<file path="src/pkg/sdz_pkg.sv">
// Shared constants and types for the stereo serial-audio receiver with zero detect.
// Assumes a single 50 MHz system clock and an APB register bus.
package sdz_pkg;

   // ----------------------------------------
   // Widths and timing counts
   // ----------------------------------------
   localparam int unsigned SAMPLE_W = 24;
   localparam int unsigned SYS_CLK_HZ = 50_000_000;
   localparam int unsigned INIT_CYCLES = 1024;
   localparam int unsigned ZERO_WORDS = 1024;
   localparam logic [3:0] STALL_BITS = 4'h3;
   localparam logic [1:0] RESYNC_MATCH = 2'h2;
   localparam logic [23:0] MID_SCALE = 24'h000000;

   // ----------------------------------------
   // Register map
   // ----------------------------------------
   localparam logic [7:0] ADDR_CTRL = 8'h00;
   localparam logic [7:0] ADDR_STATUS = 8'h04;
   localparam logic [7:0] ADDR_LEFT = 8'h08;
   localparam logic [7:0] ADDR_RIGHT = 8'h0c;
   localparam logic [5:0] CTRL_RESET = 6'h05;
   localparam int unsigned STAT_INIT_BIT = 0;
   localparam int unsigned STAT_LOCK_BIT = 1;
   localparam int unsigned STAT_ZL_BIT = 2;
   localparam int unsigned STAT_ZR_BIT = 3;
   localparam int unsigned STAT_RATIO_BIT = 4;
   localparam int unsigned STAT_CLKS_LSB = 16;

   // ----------------------------------------
   // Audio formats
   // ----------------------------------------
   localparam logic [2:0] FMT_RJ24 = 3'h0;
   localparam logic [2:0] FMT_RJ20 = 3'h1;
   localparam logic [2:0] FMT_RJ18 = 3'h2;
   localparam logic [2:0] FMT_RJ16 = 3'h3;
   localparam logic [2:0] FMT_I2S = 3'h4;
   localparam logic [2:0] FMT_LJ24 = 3'h5;

   typedef struct packed {
      logic pin_mode;
      logic common;
      logic invert;
      logic [2:0] fmt;
   } sdz_ctrl_s;

   typedef struct packed {
      logic fmt_pin;
      logic data;
      logic wclk;
      logic bclk;
   } sdz_link_s;

endpackage

</file>
<file path="src/logic/sdz_top.sv">
// Serial audio receiver front end: init hold, 3-wire input, lock/hold, zero flags, APB.
// Assumes pclk is the system clock; serial pins are asynchronous and sampled here.
// Operation
// - System clock must be 128 to 1152 times fs, with rate-dependent limits.
// - Count 1024 system clocks after reset before normal operation.
// - Output mid-scale for the whole initialisation period.
// - After init, lock within the next sample period, then output continuously; the code locks only after three equal frames in a row.
// - Shift serial data on each rising edge of the bit clock.
// - Word clock transitions move the shifted word into holding registers.
// - Hold on word rate change or bit clock stop of three bit periods.
// - Resynchronise by itself within three sample periods when clocks return.
// - Format field picks RJ, I2S or LJ; reset is 24-bit LJ.
// - Samples are two's complement, MSB first.
// - Word clock high is left except I2S, where low is left.
// - Pin variant: only I2S or 16-bit RJ, picked by a pin.
// - Per channel, zero detect after 1024 consecutive zero samples.
// - Zero-detected channel drives its flag active, high by default.
// - Polarity bit inverts both flags; reset is active high.
// - Common bit merges both flags into one; reset is independent.
// - Pin variant drives one common flag high when both channels zero.
//
// Our own choices: the APB interface to the registers and the register addresses.
module sdz_top #(
   parameter int unsigned INIT_CYCLES = sdz_pkg::INIT_CYCLES,
   parameter int unsigned ZERO_WORDS = sdz_pkg::ZERO_WORDS,
   parameter int unsigned PER_W = 16
) (
   input wire logic pclk,
   input wire logic presetn,
   input wire logic psel,
   input wire logic penable,
   input wire logic pwrite,
   input wire logic [7:0] paddr,
   input wire logic [31:0] pwdata,
   output logic [31:0] prdata,
   output logic pready,
   output logic pslverr,
   input wire logic serial_bit_clock,
   input wire logic word_select_clock,
   input wire logic serial_data,
   input wire logic format_select,
   output logic [23:0] left_sample,
   output logic [23:0] right_sample,
   output logic sample_valid,
   output logic left_zero_flag,
   output logic right_zero_flag,
   output logic common_zero_flag
);

   localparam int unsigned INIT_W = $clog2(INIT_CYCLES + 1);
   localparam int unsigned ZERO_W = $clog2(ZERO_WORDS + 1);

   // ----------------------------------------
   // Functions
   // ----------------------------------------
   // Width of a right-justified word, zero for the MSB-aligned formats
   function automatic logic [4:0] rj_width(input logic [2:0] f);
      unique case (f)
         sdz_pkg::FMT_RJ24: rj_width = 5'h18;
         sdz_pkg::FMT_RJ20: rj_width = 5'h14;
         sdz_pkg::FMT_RJ18: rj_width = 5'h12;
         sdz_pkg::FMT_RJ16: rj_width = 5'h10;
         default: rj_width = 5'h00;
      endcase
   endfunction

   // Supported ratio of system clock to sample rate at this clock
   function automatic logic ratio_ok(input logic [PER_W-1:0] r);
      int unsigned hz;
      hz = sdz_pkg::SYS_CLK_HZ;
      unique case (int'(r))
         128, 192: ratio_ok = 1'b1;
         256, 384, 512: ratio_ok = hz <= 96000 * int'(r);
         768: ratio_ok = hz <= 48000 * int'(r);
         1152: ratio_ok = hz <= 32000 * int'(r);
         default: ratio_ok = 1'b0;
      endcase
   endfunction

   // ----------------------------------------
   // Pin synchronisation and edges
   // ----------------------------------------
   sdz_pkg::sdz_link_s pins;
   logic [3:0] pins_vec;
   logic bclk_q;
   logic wclk_q;

   sdz_pin_sync #(.W(4)) u_sync (
      .pclk(pclk),
      .presetn(presetn),
      .async_in({format_select, serial_data, word_select_clock, serial_bit_clock}),
      .stable(pins_vec)
   );

   assign pins = sdz_pkg::sdz_link_s'(pins_vec);
   wire bck_rise = pins.bclk & ~bclk_q;
   wire word_edge = pins.wclk ^ wclk_q;
   wire frame_start = pins.wclk & ~wclk_q;

   // ----------------------------------------
   // Control register and format decode
   // ----------------------------------------
   sdz_pkg::sdz_ctrl_s ctrl;
   wire [2:0] pin_fmt = pins.fmt_pin ? sdz_pkg::FMT_RJ16 : sdz_pkg::FMT_I2S;
   wire [2:0] eff_fmt = ctrl.pin_mode ? pin_fmt : ctrl.fmt;
   wire [4:0] rj_n = rj_width(eff_fmt);
   wire is_i2s = (eff_fmt == sdz_pkg::FMT_I2S);
   wire left_level = ~is_i2s;
   // I2S data starts one bit after the word clock edge
   wire [5:0] cap_point = is_i2s ? 6'h19 : 6'h18;

   // ----------------------------------------
   // Serial shifter
   // ----------------------------------------
   logic [23:0] shreg;
   logic [23:0] hold_word;
   logic [5:0] bit_cnt;
   wire [23:0] next_shreg = {shreg[22:0], pins.data};
   wire [23:0] rj_word = shreg << (5'h18 - rj_n);
   wire [23:0] new_word = (rj_n != 5'h00) ? rj_word : hold_word;
   wire latch_left = word_edge & (wclk_q == left_level);
   wire latch_right = word_edge & (wclk_q != left_level);

   always_ff @(posedge pclk or negedge presetn)
   begin
      if (!presetn)
      begin
         bclk_q <= 1'b0;
         wclk_q <= 1'b0;
         shreg <= '0;
         hold_word <= '0;
         bit_cnt <= '0;
      end
      else
      begin
         bclk_q <= pins.bclk;
         wclk_q <= pins.wclk;
         if (bck_rise)
         begin
            shreg <= next_shreg;
            if ((bit_cnt + 6'h01) == cap_point)
               hold_word <= next_shreg;
         end
         // Word edge wins; the sender keeps bit edges clear of it
         if (word_edge)
            bit_cnt <= '0;
         else if (bck_rise && bit_cnt != 6'h3f)
            bit_cnt <= bit_cnt + 6'h01;
      end
   end

   // ----------------------------------------
   // Init count, clock watch and lock
   // ----------------------------------------
   logic [INIT_W-1:0] init_cnt;
   logic [PER_W-1:0] gap_cnt;
   logic [PER_W-1:0] bck_period;
   logic [PER_W-1:0] frame_bits;
   logic [PER_W-1:0] last_bits;
   logic [PER_W-1:0] frame_clks;
   logic [PER_W-1:0] word_clks;
   logic [1:0] match_cnt;
   wire init_done = (init_cnt == INIT_W'(INIT_CYCLES));
   wire [PER_W+1:0] stall_lim = {2'b00, bck_period} * (PER_W + 2)'(sdz_pkg::STALL_BITS);
   wire stalled = (bck_period != '0) && ({2'b00, gap_cnt} >= stall_lim);
   wire rate_same = (frame_bits == last_bits);
   wire locked = (match_cnt == sdz_pkg::RESYNC_MATCH);
   wire running = init_done & locked;

   always_ff @(posedge pclk or negedge presetn)
   begin
      if (!presetn)
      begin
         init_cnt <= '0;
         gap_cnt <= '0;
         bck_period <= '0;
         frame_bits <= '0;
         last_bits <= '0;
         frame_clks <= '0;
         word_clks <= '0;
         match_cnt <= '0;
      end
      else
      begin
         if (!init_done)
            init_cnt <= init_cnt + INIT_W'(1);
         if (bck_rise)
         begin
            bck_period <= gap_cnt + PER_W'(1);
            gap_cnt <= '0;
         end
         else if (gap_cnt != '1)
            gap_cnt <= gap_cnt + PER_W'(1);
         if (frame_start)
         begin
            last_bits <= frame_bits;
            frame_bits <= '0;
            word_clks <= frame_clks;
            frame_clks <= PER_W'(1);
         end
         else
         begin
            if (bck_rise && frame_bits != '1)
               frame_bits <= frame_bits + PER_W'(1);
            else if (stalled)
               frame_bits <= '0;
            if (frame_clks != '1)
               frame_clks <= frame_clks + PER_W'(1);
         end
         // A stall voids the old bit count, so relock always needs the same fresh frames
         if (stalled)
            last_bits <= '0;
         // Three equal frames in a row restore lock, so resync ends after three frames
         if (stalled)
            match_cnt <= '0;
         else if (frame_start && !rate_same)
            match_cnt <= '0;
         else if (frame_start && !locked)
            match_cnt <= match_cnt + 2'h1;
      end
   end

   // ----------------------------------------
   // Holding registers and sample output
   // ----------------------------------------
   logic [23:0] left_buf;

   always_ff @(posedge pclk or negedge presetn)
   begin
      if (!presetn)
      begin
         left_buf <= sdz_pkg::MID_SCALE;
         left_sample <= sdz_pkg::MID_SCALE;
         right_sample <= sdz_pkg::MID_SCALE;
         sample_valid <= 1'b0;
      end
      else
      begin
         sample_valid <= 1'b0;
         if (latch_left)
            left_buf <= new_word;
         if (!running)
         begin
            left_sample <= sdz_pkg::MID_SCALE;
            right_sample <= sdz_pkg::MID_SCALE;
         end
         else if (latch_right)
         begin
            left_sample <= left_buf;
            right_sample <= new_word;
            sample_valid <= 1'b1;
         end
      end
   end

   // ----------------------------------------
   // Zero detect and flags
   // ----------------------------------------
   logic zero_l;
   logic zero_r;

   sdz_zero_det #(.CNT_W(ZERO_W), .LIMIT(ZERO_W'(ZERO_WORDS))) u_zero_l (
      .pclk(pclk),
      .presetn(presetn),
      .strobe(latch_left & running),
      .is_zero(new_word == 24'h000000),
      .flag(zero_l)
   );

   sdz_zero_det #(.CNT_W(ZERO_W), .LIMIT(ZERO_W'(ZERO_WORDS))) u_zero_r (
      .pclk(pclk),
      .presetn(presetn),
      .strobe(latch_right & running),
      .is_zero(new_word == 24'h000000),
      .flag(zero_r)
   );

   // Pin variant has no polarity control, so inversion is ignored there
   wire both_zero = zero_l & zero_r;
   wire use_common = ctrl.common | ctrl.pin_mode;
   wire flag_inv = ctrl.invert & ~ctrl.pin_mode;

   always_ff @(posedge pclk or negedge presetn)
   begin
      if (!presetn)
      begin
         left_zero_flag <= 1'b0;
         right_zero_flag <= 1'b0;
         common_zero_flag <= 1'b0;
      end
      else
      begin
         left_zero_flag <= (use_common ? both_zero : zero_l) ^ flag_inv;
         right_zero_flag <= (use_common ? both_zero : zero_r) ^ flag_inv;
         common_zero_flag <= both_zero ^ flag_inv;
      end
   end

   // ----------------------------------------
   // APB slave
   // ----------------------------------------
   wire sel_ctrl = (paddr == sdz_pkg::ADDR_CTRL);
   wire sel_stat = (paddr == sdz_pkg::ADDR_STATUS);
   wire sel_left = (paddr == sdz_pkg::ADDR_LEFT);
   wire sel_right = (paddr == sdz_pkg::ADDR_RIGHT);
   wire mapped = sel_ctrl | sel_stat | sel_left | sel_right;
   wire setup = psel & ~penable;
   wire ctrl_wr = psel & penable & pwrite & sel_ctrl;
   logic [31:0] status_word;
   logic [31:0] rd_mux;

   always_comb
   begin
      status_word = '0;
      status_word[sdz_pkg::STAT_INIT_BIT] = init_done;
      status_word[sdz_pkg::STAT_LOCK_BIT] = locked;
      status_word[sdz_pkg::STAT_ZL_BIT] = zero_l;
      status_word[sdz_pkg::STAT_ZR_BIT] = zero_r;
      status_word[sdz_pkg::STAT_RATIO_BIT] = ratio_ok(word_clks);
      status_word[sdz_pkg::STAT_CLKS_LSB +: PER_W] = word_clks;
      rd_mux = '0;
      if (sel_ctrl)
         rd_mux = {26'h0, ctrl};
      else if (sel_stat)
         rd_mux = status_word;
      else if (sel_left)
         rd_mux = {8'h00, left_sample};
      else if (sel_right)
         rd_mux = {8'h00, right_sample};
   end

   always_ff @(posedge pclk or negedge presetn)
   begin
      if (!presetn)
      begin
         ctrl <= sdz_pkg::CTRL_RESET;
         prdata <= '0;
      end
      else
      begin
         if (ctrl_wr)
            ctrl <= pwdata[5:0];
         // Read data is sampled in setup so it stands steady in access
         if (setup && !pwrite)
            prdata <= rd_mux;
      end
   end

   assign pready = psel & penable;
   assign pslverr = psel & penable & ~mapped;

endmodule // sdz_top

</file>
<file path="src/logic/sdz_pin_sync.sv">
// Three-stage synchroniser for pins from outside the pclk domain.
// Assumes pins change much slower than pclk; a change counts once stages two and three agree.
module sdz_pin_sync #(
   parameter int unsigned W = 4
) (
   input wire logic pclk,
   input wire logic presetn,
   input wire logic [W-1:0] async_in,
   output logic [W-1:0] stable
);

   logic [W-1:0] s1;
   logic [W-1:0] s2;
   logic [W-1:0] s3;
   wire [W-1:0] agree = s2 ~^ s3;

   always_ff @(posedge pclk or negedge presetn)
   begin
      if (!presetn)
      begin
         s1 <= '0;
         s2 <= '0;
         s3 <= '0;
         stable <= '0;
      end
      else
      begin
         s1 <= async_in;
         s2 <= s1;
         s3 <= s2;
         stable <= (agree & s3) | (~agree & stable);
      end
   end

endmodule // sdz_pin_sync

</file>
<file path="src/logic/sdz_zero_det.sv">
// Per-channel run-of-zero-samples counter.
// Assumes one strobe per received sample of this channel.
module sdz_zero_det #(
   parameter int unsigned CNT_W = 11,
   parameter logic [CNT_W-1:0] LIMIT = CNT_W'(sdz_pkg::ZERO_WORDS)
) (
   input wire logic pclk,
   input wire logic presetn,
   input wire logic strobe,
   input wire logic is_zero,
   output logic flag
);

   logic [CNT_W-1:0] cnt;

   always_ff @(posedge pclk or negedge presetn)
   begin
      if (!presetn)
         cnt <= '0;
      else if (strobe && !is_zero)
         cnt <= '0;
      else if (strobe && cnt != LIMIT)
         cnt <= cnt + CNT_W'(1);
   end

   assign flag = (cnt == LIMIT);

endmodule // sdz_zero_det

</file>
<file path="config.mk">
export PLATFORM = sky130hd
export DESIGN_NAME = sdz_top
export DESIGN_NICKNAME = d
export VERILOG_FILES = /design/src/pkg/sdz_pkg.sv /design/src/logic/sdz_top.sv /design/src/logic/sdz_pin_sync.sv /design/src/logic/sdz_zero_det.sv
export SDC_FILE = /design/constraint.sdc
export NUM_CORES = 1
export LEC_CHECK = 0
export BUFFER_PORTS_ARGS = -buffer_cell sky130_fd_sc_hd__buf_2
export CORE_ASPECT_RATIO = 1.25
export CORE_MARGIN = 2
export CORE_UTILIZATION = 27
export CTS_BUF_LIST = sky130_fd_sc_hd__clkbuf_16
export DETAILED_ROUTE_END_ITERATION = 6
export SETUP_SLACK_MARGIN = 0.3
export SYNTH_ARGS = -nofsm -noshare
export SYNTH_HDL_FRONTEND = slang
export SYNTH_SLANG_ARGS = --single-unit
</file>
<file path="constraint.sdc">
create_clock -name pclk -period 14.7 [get_ports pclk]
set_input_delay 0 -clock pclk [delete_from_list [all_inputs] [get_ports pclk]]
set_output_delay 0 -clock pclk [all_outputs]
set_load 0.1 [all_outputs]
</file>
Yosys cells after proc, flatten, opt, wreduce, memory -nomap -nowiden:

Cells that the tools add are included.

* add/sub/neg operators: 9
* multiply operators: 4
* magnitude comparators: 4
* eq/ne operators: 29
* shifts and indexed selects: 1
* multiplexer cells: 36
* bitwise operators: 33
* reductions and logical operators: 30

Operators with widths (number)
* $mux 24: 7
* $mux 16: 9
* $le 26x32->1 const A: 2
* $mux 32: 2
* $add 16x1->16 const B: 3
* $ne 16x16->1 const B: 3
* $mux 11: 4
* $add 11x1->11 const B: 3
* $eq 11x11->1 const B: 3
* $eq 16x10->1 const B: 2
* $eq 16x8->1 const B: 2
* $eq 16x9->1 const B: 2
* $le 26x31->1 const A: 1
* $mul 9x16->25 const A: 1
* $logic_not 24->1: 1
* $mul 9x16->24 const A: 1
* $shl 24x5->24: 1
* $mul 7x16->23 const A: 1
* $ne 11x11->1 const B: 2
* $pmux 5 s4: 1
* $ge 16x18->1: 1
* $mul 16x2->18 const B: 1
* $eq 16x11->1 const B: 1
* $eq 16x16->1: 1
* 38 further kinds: 91

* register bits after elaboration: 317
* bits of input ports: 49
* output and inout bits: 86

Logic depth before layout (Yosys ltp):

* depth in word-level cells: 11
* mapped depth: 20
* gate-level depth less buffers: 19

Modules after synthesis:

Synthesis repeated with hierarchy kept, for this count alone.

* cell total of the unflattened synthesis: 2304
* area, all modules: 22111.2 µm²

By module, submodules not included
* sdz_top: times used 1, cells each 2144, area an instance 20339.5 µm², sequential area each 6984.2 µm²
* sdz_zero_det: times used 2, cells each 70, area an instance 663.1 µm², sequential area each 275.3 µm²
* sdz_pin_sync: times used 1, cells each 20, area an instance 445.4 µm², sequential area each 400.4 µm²

Worst setup path before layout:

OpenSTA, ideal clock, no wires.

* kind: reg-to-reg
* start point: reg word_clks[6]
* end point: reg prdata[4]
* arrival time: 4.912 ns
* setup slack: 9.653 ns
* stages on the path, launching flop included: 19
* buffers on the path: 0
* period minus slack after synthesis: 5.047 ns
* path through: dfrtp_1 > inv_1 > fa_1 > fa_1 > inv_1 > fa_1 > inv_1 > fa_1 > inv_1 > ha_1 > o21a_1 > and3_1 > a221o_1 > a41o_1 > or4_1 > o21ai_0 > nand4_1 > o211ai_1 > nand4_1

* word-level cells in the longest chain between the ends: 5
* elaborated cells between the ends (all ways): 18

Ends and longest elaborated chain
* from (decl): line sdz_top.sv:161 `logic [PER_W-1:0] word_clks;`
* from (signal assigned): line sdz_top.sv:198 `word_clks <= frame_clks;`
* $mul 9x16->25, or another cell as far along: line sdz_top.sv:74 `768: ratio_ok = hz <= 48000 * int'(r);`
* $le 26x32->1, or another cell as far along: line sdz_top.sv:74
* $pmux 1 s4 (*): line sdz_top.sv:71 `unique case (int'(r))`
* $mux 32 (*): line sdz_top.sv:324 `else if (sel_stat)`
* $mux 32 (*): line sdz_top.sv:322 `if (sel_ctrl)`
* to (signal assigned): line sdz_top.sv:345 `prdata <= rd_mux;`
* to (decl): line sdz_top.sv:35 `output logic [31:0] prdata,`

Mark *: on every way between the ends. The rest lies on a longest branch, timed or not.
A chain may end at the register's enable or synchronous reset.

Worst setup path after layout:

* start point: reg word_clks[8]
* end point: reg prdata[4]

The elaborated chain is that of the path after synthesis.

==> out/results.txt <==
Status: finished, violations left
Failing checks: design-rule violations
Post-Synthesis Cells: 2293
Postcts setup bufs: 0
#FFs+latches synth: 317
PwrDens: 130 nW/um^2
Total power: 3.25 mW
Crit path required time: 15120 ps
Relative slew slack: 19.6%
Clock group share of total power: 27.5%
Fin crit period: 5800 ps
# clock sinks: 317
Comb power frac: 40.9%
Min Hold Slack: 33.9 ps
Post-synth EDFFs: 0
CTS Buf Count: 37
GPL Wtd Cong: 0.881
# IOs: 135
Register area: 7940 um^2
Peak supply drop: 0.0000867 V
# H-tree levels: 2
Most frequent CP cell: fa_1
Total number of vias: 16.7k
Residual DRC: 1
Clock slew at reported path FFs: 60 ps
Crit path max fanout: 9
Worst Tran Pin Value: 1200 ps
Multi-input gate area: 12700 um^2
Core area: 80100 um^2
Max Cap Violations: 0
HP Class: input pin to register
Asr flop ratio synth: 100%
Net count, final: 2714
Distinct cell type count after synthesis: 78
Final slew viol count: 0
Synth top area cells: dfrtp_1 36%, ha_1 9.8%, fa_1 9.7%
Endpoints failing hold: 0
Total GRT Usage: 13.9%
Startpoint type of the worst setup path: register
Pint: 1.97 mW
# setup viols final: 0
Leakage power: 12.0 nW
Sw power: 1.28 mW
Diodes inserted: 0
Fraction of layout cells with a size suffix above 1: 11.7%
Rows: 116
Via density: 4.80
Peak Freq: 0.172 GHz
Clock Latency Late Sink: 570 ps
Sequential share of the synthesized area: 36.3%
Synthesized cell area: 21900 um^2
Endpoint class of the critical path: register
Largest net degree at the start of global routing: 120
Fin Clk Skew: 22.8 ps
Initial DRC Count: 1224
CP max stage delay: 630 ps
Hold_buf cts: 17
Yosys top cell area share: 36.0%
Post_cts resized: 0
First-pass GRT wire length: 92100 um
Die width: 259 um
Top_reg_cell synth: dfrtp_1
Final period util: 39.5%
Worst path slowest cell: dfrtp_1
RSZ-0062 raised after global routing: no
Number of synthesis warnings: 0
CTS Buffer Depth: 3
DRT antenna net count: 0
Worst setup path class: register to register
Initial antenna violation count: 1
Clock root cell: clkbuf_16
Final WL: 56600 um
WP buf/inv: 2
Port buffer count: 108
Initial Util: 27.3%
Data arrival, critical path: 6220 ps
Final global-route overflow total: 0
Vias in the first global route: 16.6k
WL/cell: 16.3 um
Hpwl dp: 43000 um
Area grow syn2layout: 13.9%
Fillers: 8393
Most common cell after layout, fill and taps aside: dfrtp_1
Die area: 83300 um^2
Switching share of total power: 39.3%
Worst-path cell chain: inv_1 > fa_1 > fa_1 > fa_1 > fa_1 > inv_1 > ha_1 > a21o_1 > a221oi_1 > a21o_1 > o21ai_0 > a221oi_1 > xor2_1 > o221ai_1 > a31oi_1 > nand4_1
Sequential power share: 31.5%
Synth area leader: dfrtp_1
Cell family with most CP delay: adder cells
CTS tree: done
Highest-count cells in the layout ignoring fill and taps: 315 x dfrtp_1, 278 x nand2_1, 244 x inv_1, 182 x nor2_1, 170 x ha_1
Avg Cell Area, Syn: 9.54 um^2
Setup TNS: 0 ps
Die Y: 322 um
Net Count, Synth: 2619
Initial DRT Pass Iterations: 7
final timing paths:
kind	cells after the start	from	slack, ps	to
worst max-delay path	16	word_clks[8]$_DFFE_PN0P_	8900	prdata[4]$_DFFE_PN0P_
worst min-delay path	6	paddr[0]	30	prdata[5]$_DFFE_PN0P_
worst max register to register	16	word_clks[8]$_DFFE_PN0P_	8900	prdata[4]$_DFFE_PN0P_
worst min register to register	0	u_sync.s1[0]$_DFF_PN0_	350	u_sync.s2[0]$_DFF_PN0_
max in group asynchronous	4	presetn	12300	bck_period[6]$_DFFE_PN0P_
min in group asynchronous	2	presetn	110	u_zero_r.cnt[7]$_DFFE_PN0P_
worst reg2reg max path, stage by stage (launching register included):
cell and delay, ps:
dfrtp_1 630, inv_1 290, fa_1 570, fa_1 590, fa_1 450, fa_1 570, inv_1 50, ha_1 350
a21o_1 220, a221oi_1 490, a21o_1 260, o21ai_0 190, a221oi_1 350, xor2_1 250, o221ai_1 140, a31oi_1 180
nand4_1 100
layout make-up:
cell class | instances | share of cell area [%]
Sequential cell | 317 | 31.8
Tap cell | 1062 | 5.33
Multi-Input combinational cell | 1652 | 51.1
Inverter | 238 | 3.58
Clock inverter | 30 | 1.02
Timing Repair Buffer | 142 | 3.40
Clock buffer | 37 | 3.72
state kept, by name, indices dropped and copies added (netlist names), 16 cells and up, named ones only:
name,count
bck_period,16
frame_bits,16
frame_clks,16
gap_cnt,16
hold_word,24
last_bits,16
left_buf,24
left_sample,24
prdata,32
right_sample,24
shreg,24
word_clks,16
synthesized netlist by cell type, drive strengths merged (5+ instances only):
master	number
nor3	30
or2	12
o22ai	8
nand2b	17
maj3	5
xor2	46
buf	13
xnor2	70
nor4	15
dfrtp	315
mux2	50
nand3b	6
ha	171
mux4	18
o21ai	125
o21a	7
nor3b	5
o21bai	5
a211oi	24
fa	106
nand4	32
nor2b	20
or3	11
nand3	45
and4	8
a22o	12
a22oi	18
nand2	280
and2	24
mux2i	47
a31oi	10
inv	238
a21o	21
clkbuf	73
a21oi	125
and3	24
nor2	185
o211ai	9
a222oi	6
cells by family after synthesis:
group	synth area share, %
AOI/OAI and AO/OA	11.7
and+or+nand+nor	15.4
buffers and inverters	5.77
xor gates and xnor gates	4.64
DFF	36.3
muxes	6.58
adders and majority gates	19.7
through the flow:
stage	util [%]	instance area (um^2)	std cells	setup slack [ps]
floorplan	-	21900	2293	9650
global placement	29.4	23600	3394	8980
detailed placement	29.4	23600	3394	8970
CTS	31.1	24900	3478	8920
global route	31.1	24900	3478	8500
finish	31.1	24900	3478	8900
power groups by stage:
| stage | Clock, mW | Combinational [mW] | Sequential, mW |
|---|---|---|---|
| after floorplan | 0 | 1.00 | 1.01 |
| after global placement | 0 | 1.32 | 1.04 |
| after detailed placement | 0 | 1.33 | 1.04 |
| after CTS | 0.919 | 1.34 | 1.02 |
| after global routing | 0.961 | 1.52 | 1.04 |
| final | 0.896 | 1.33 | 1.02 |
metal layers:
metal / GRT usage [%] / wire length [um] / vias to the layer above
li1: - / - / 7982
met2: 23.7 / 27500 / 391
met3: 2.55 / 2990 / 101
met4: 4.57 / 1770 / 2
met5: 0 / 11 / -
met1: 17.6 / 24300 / 8204
Note: power is estimated with default switching activity, not from simulation.
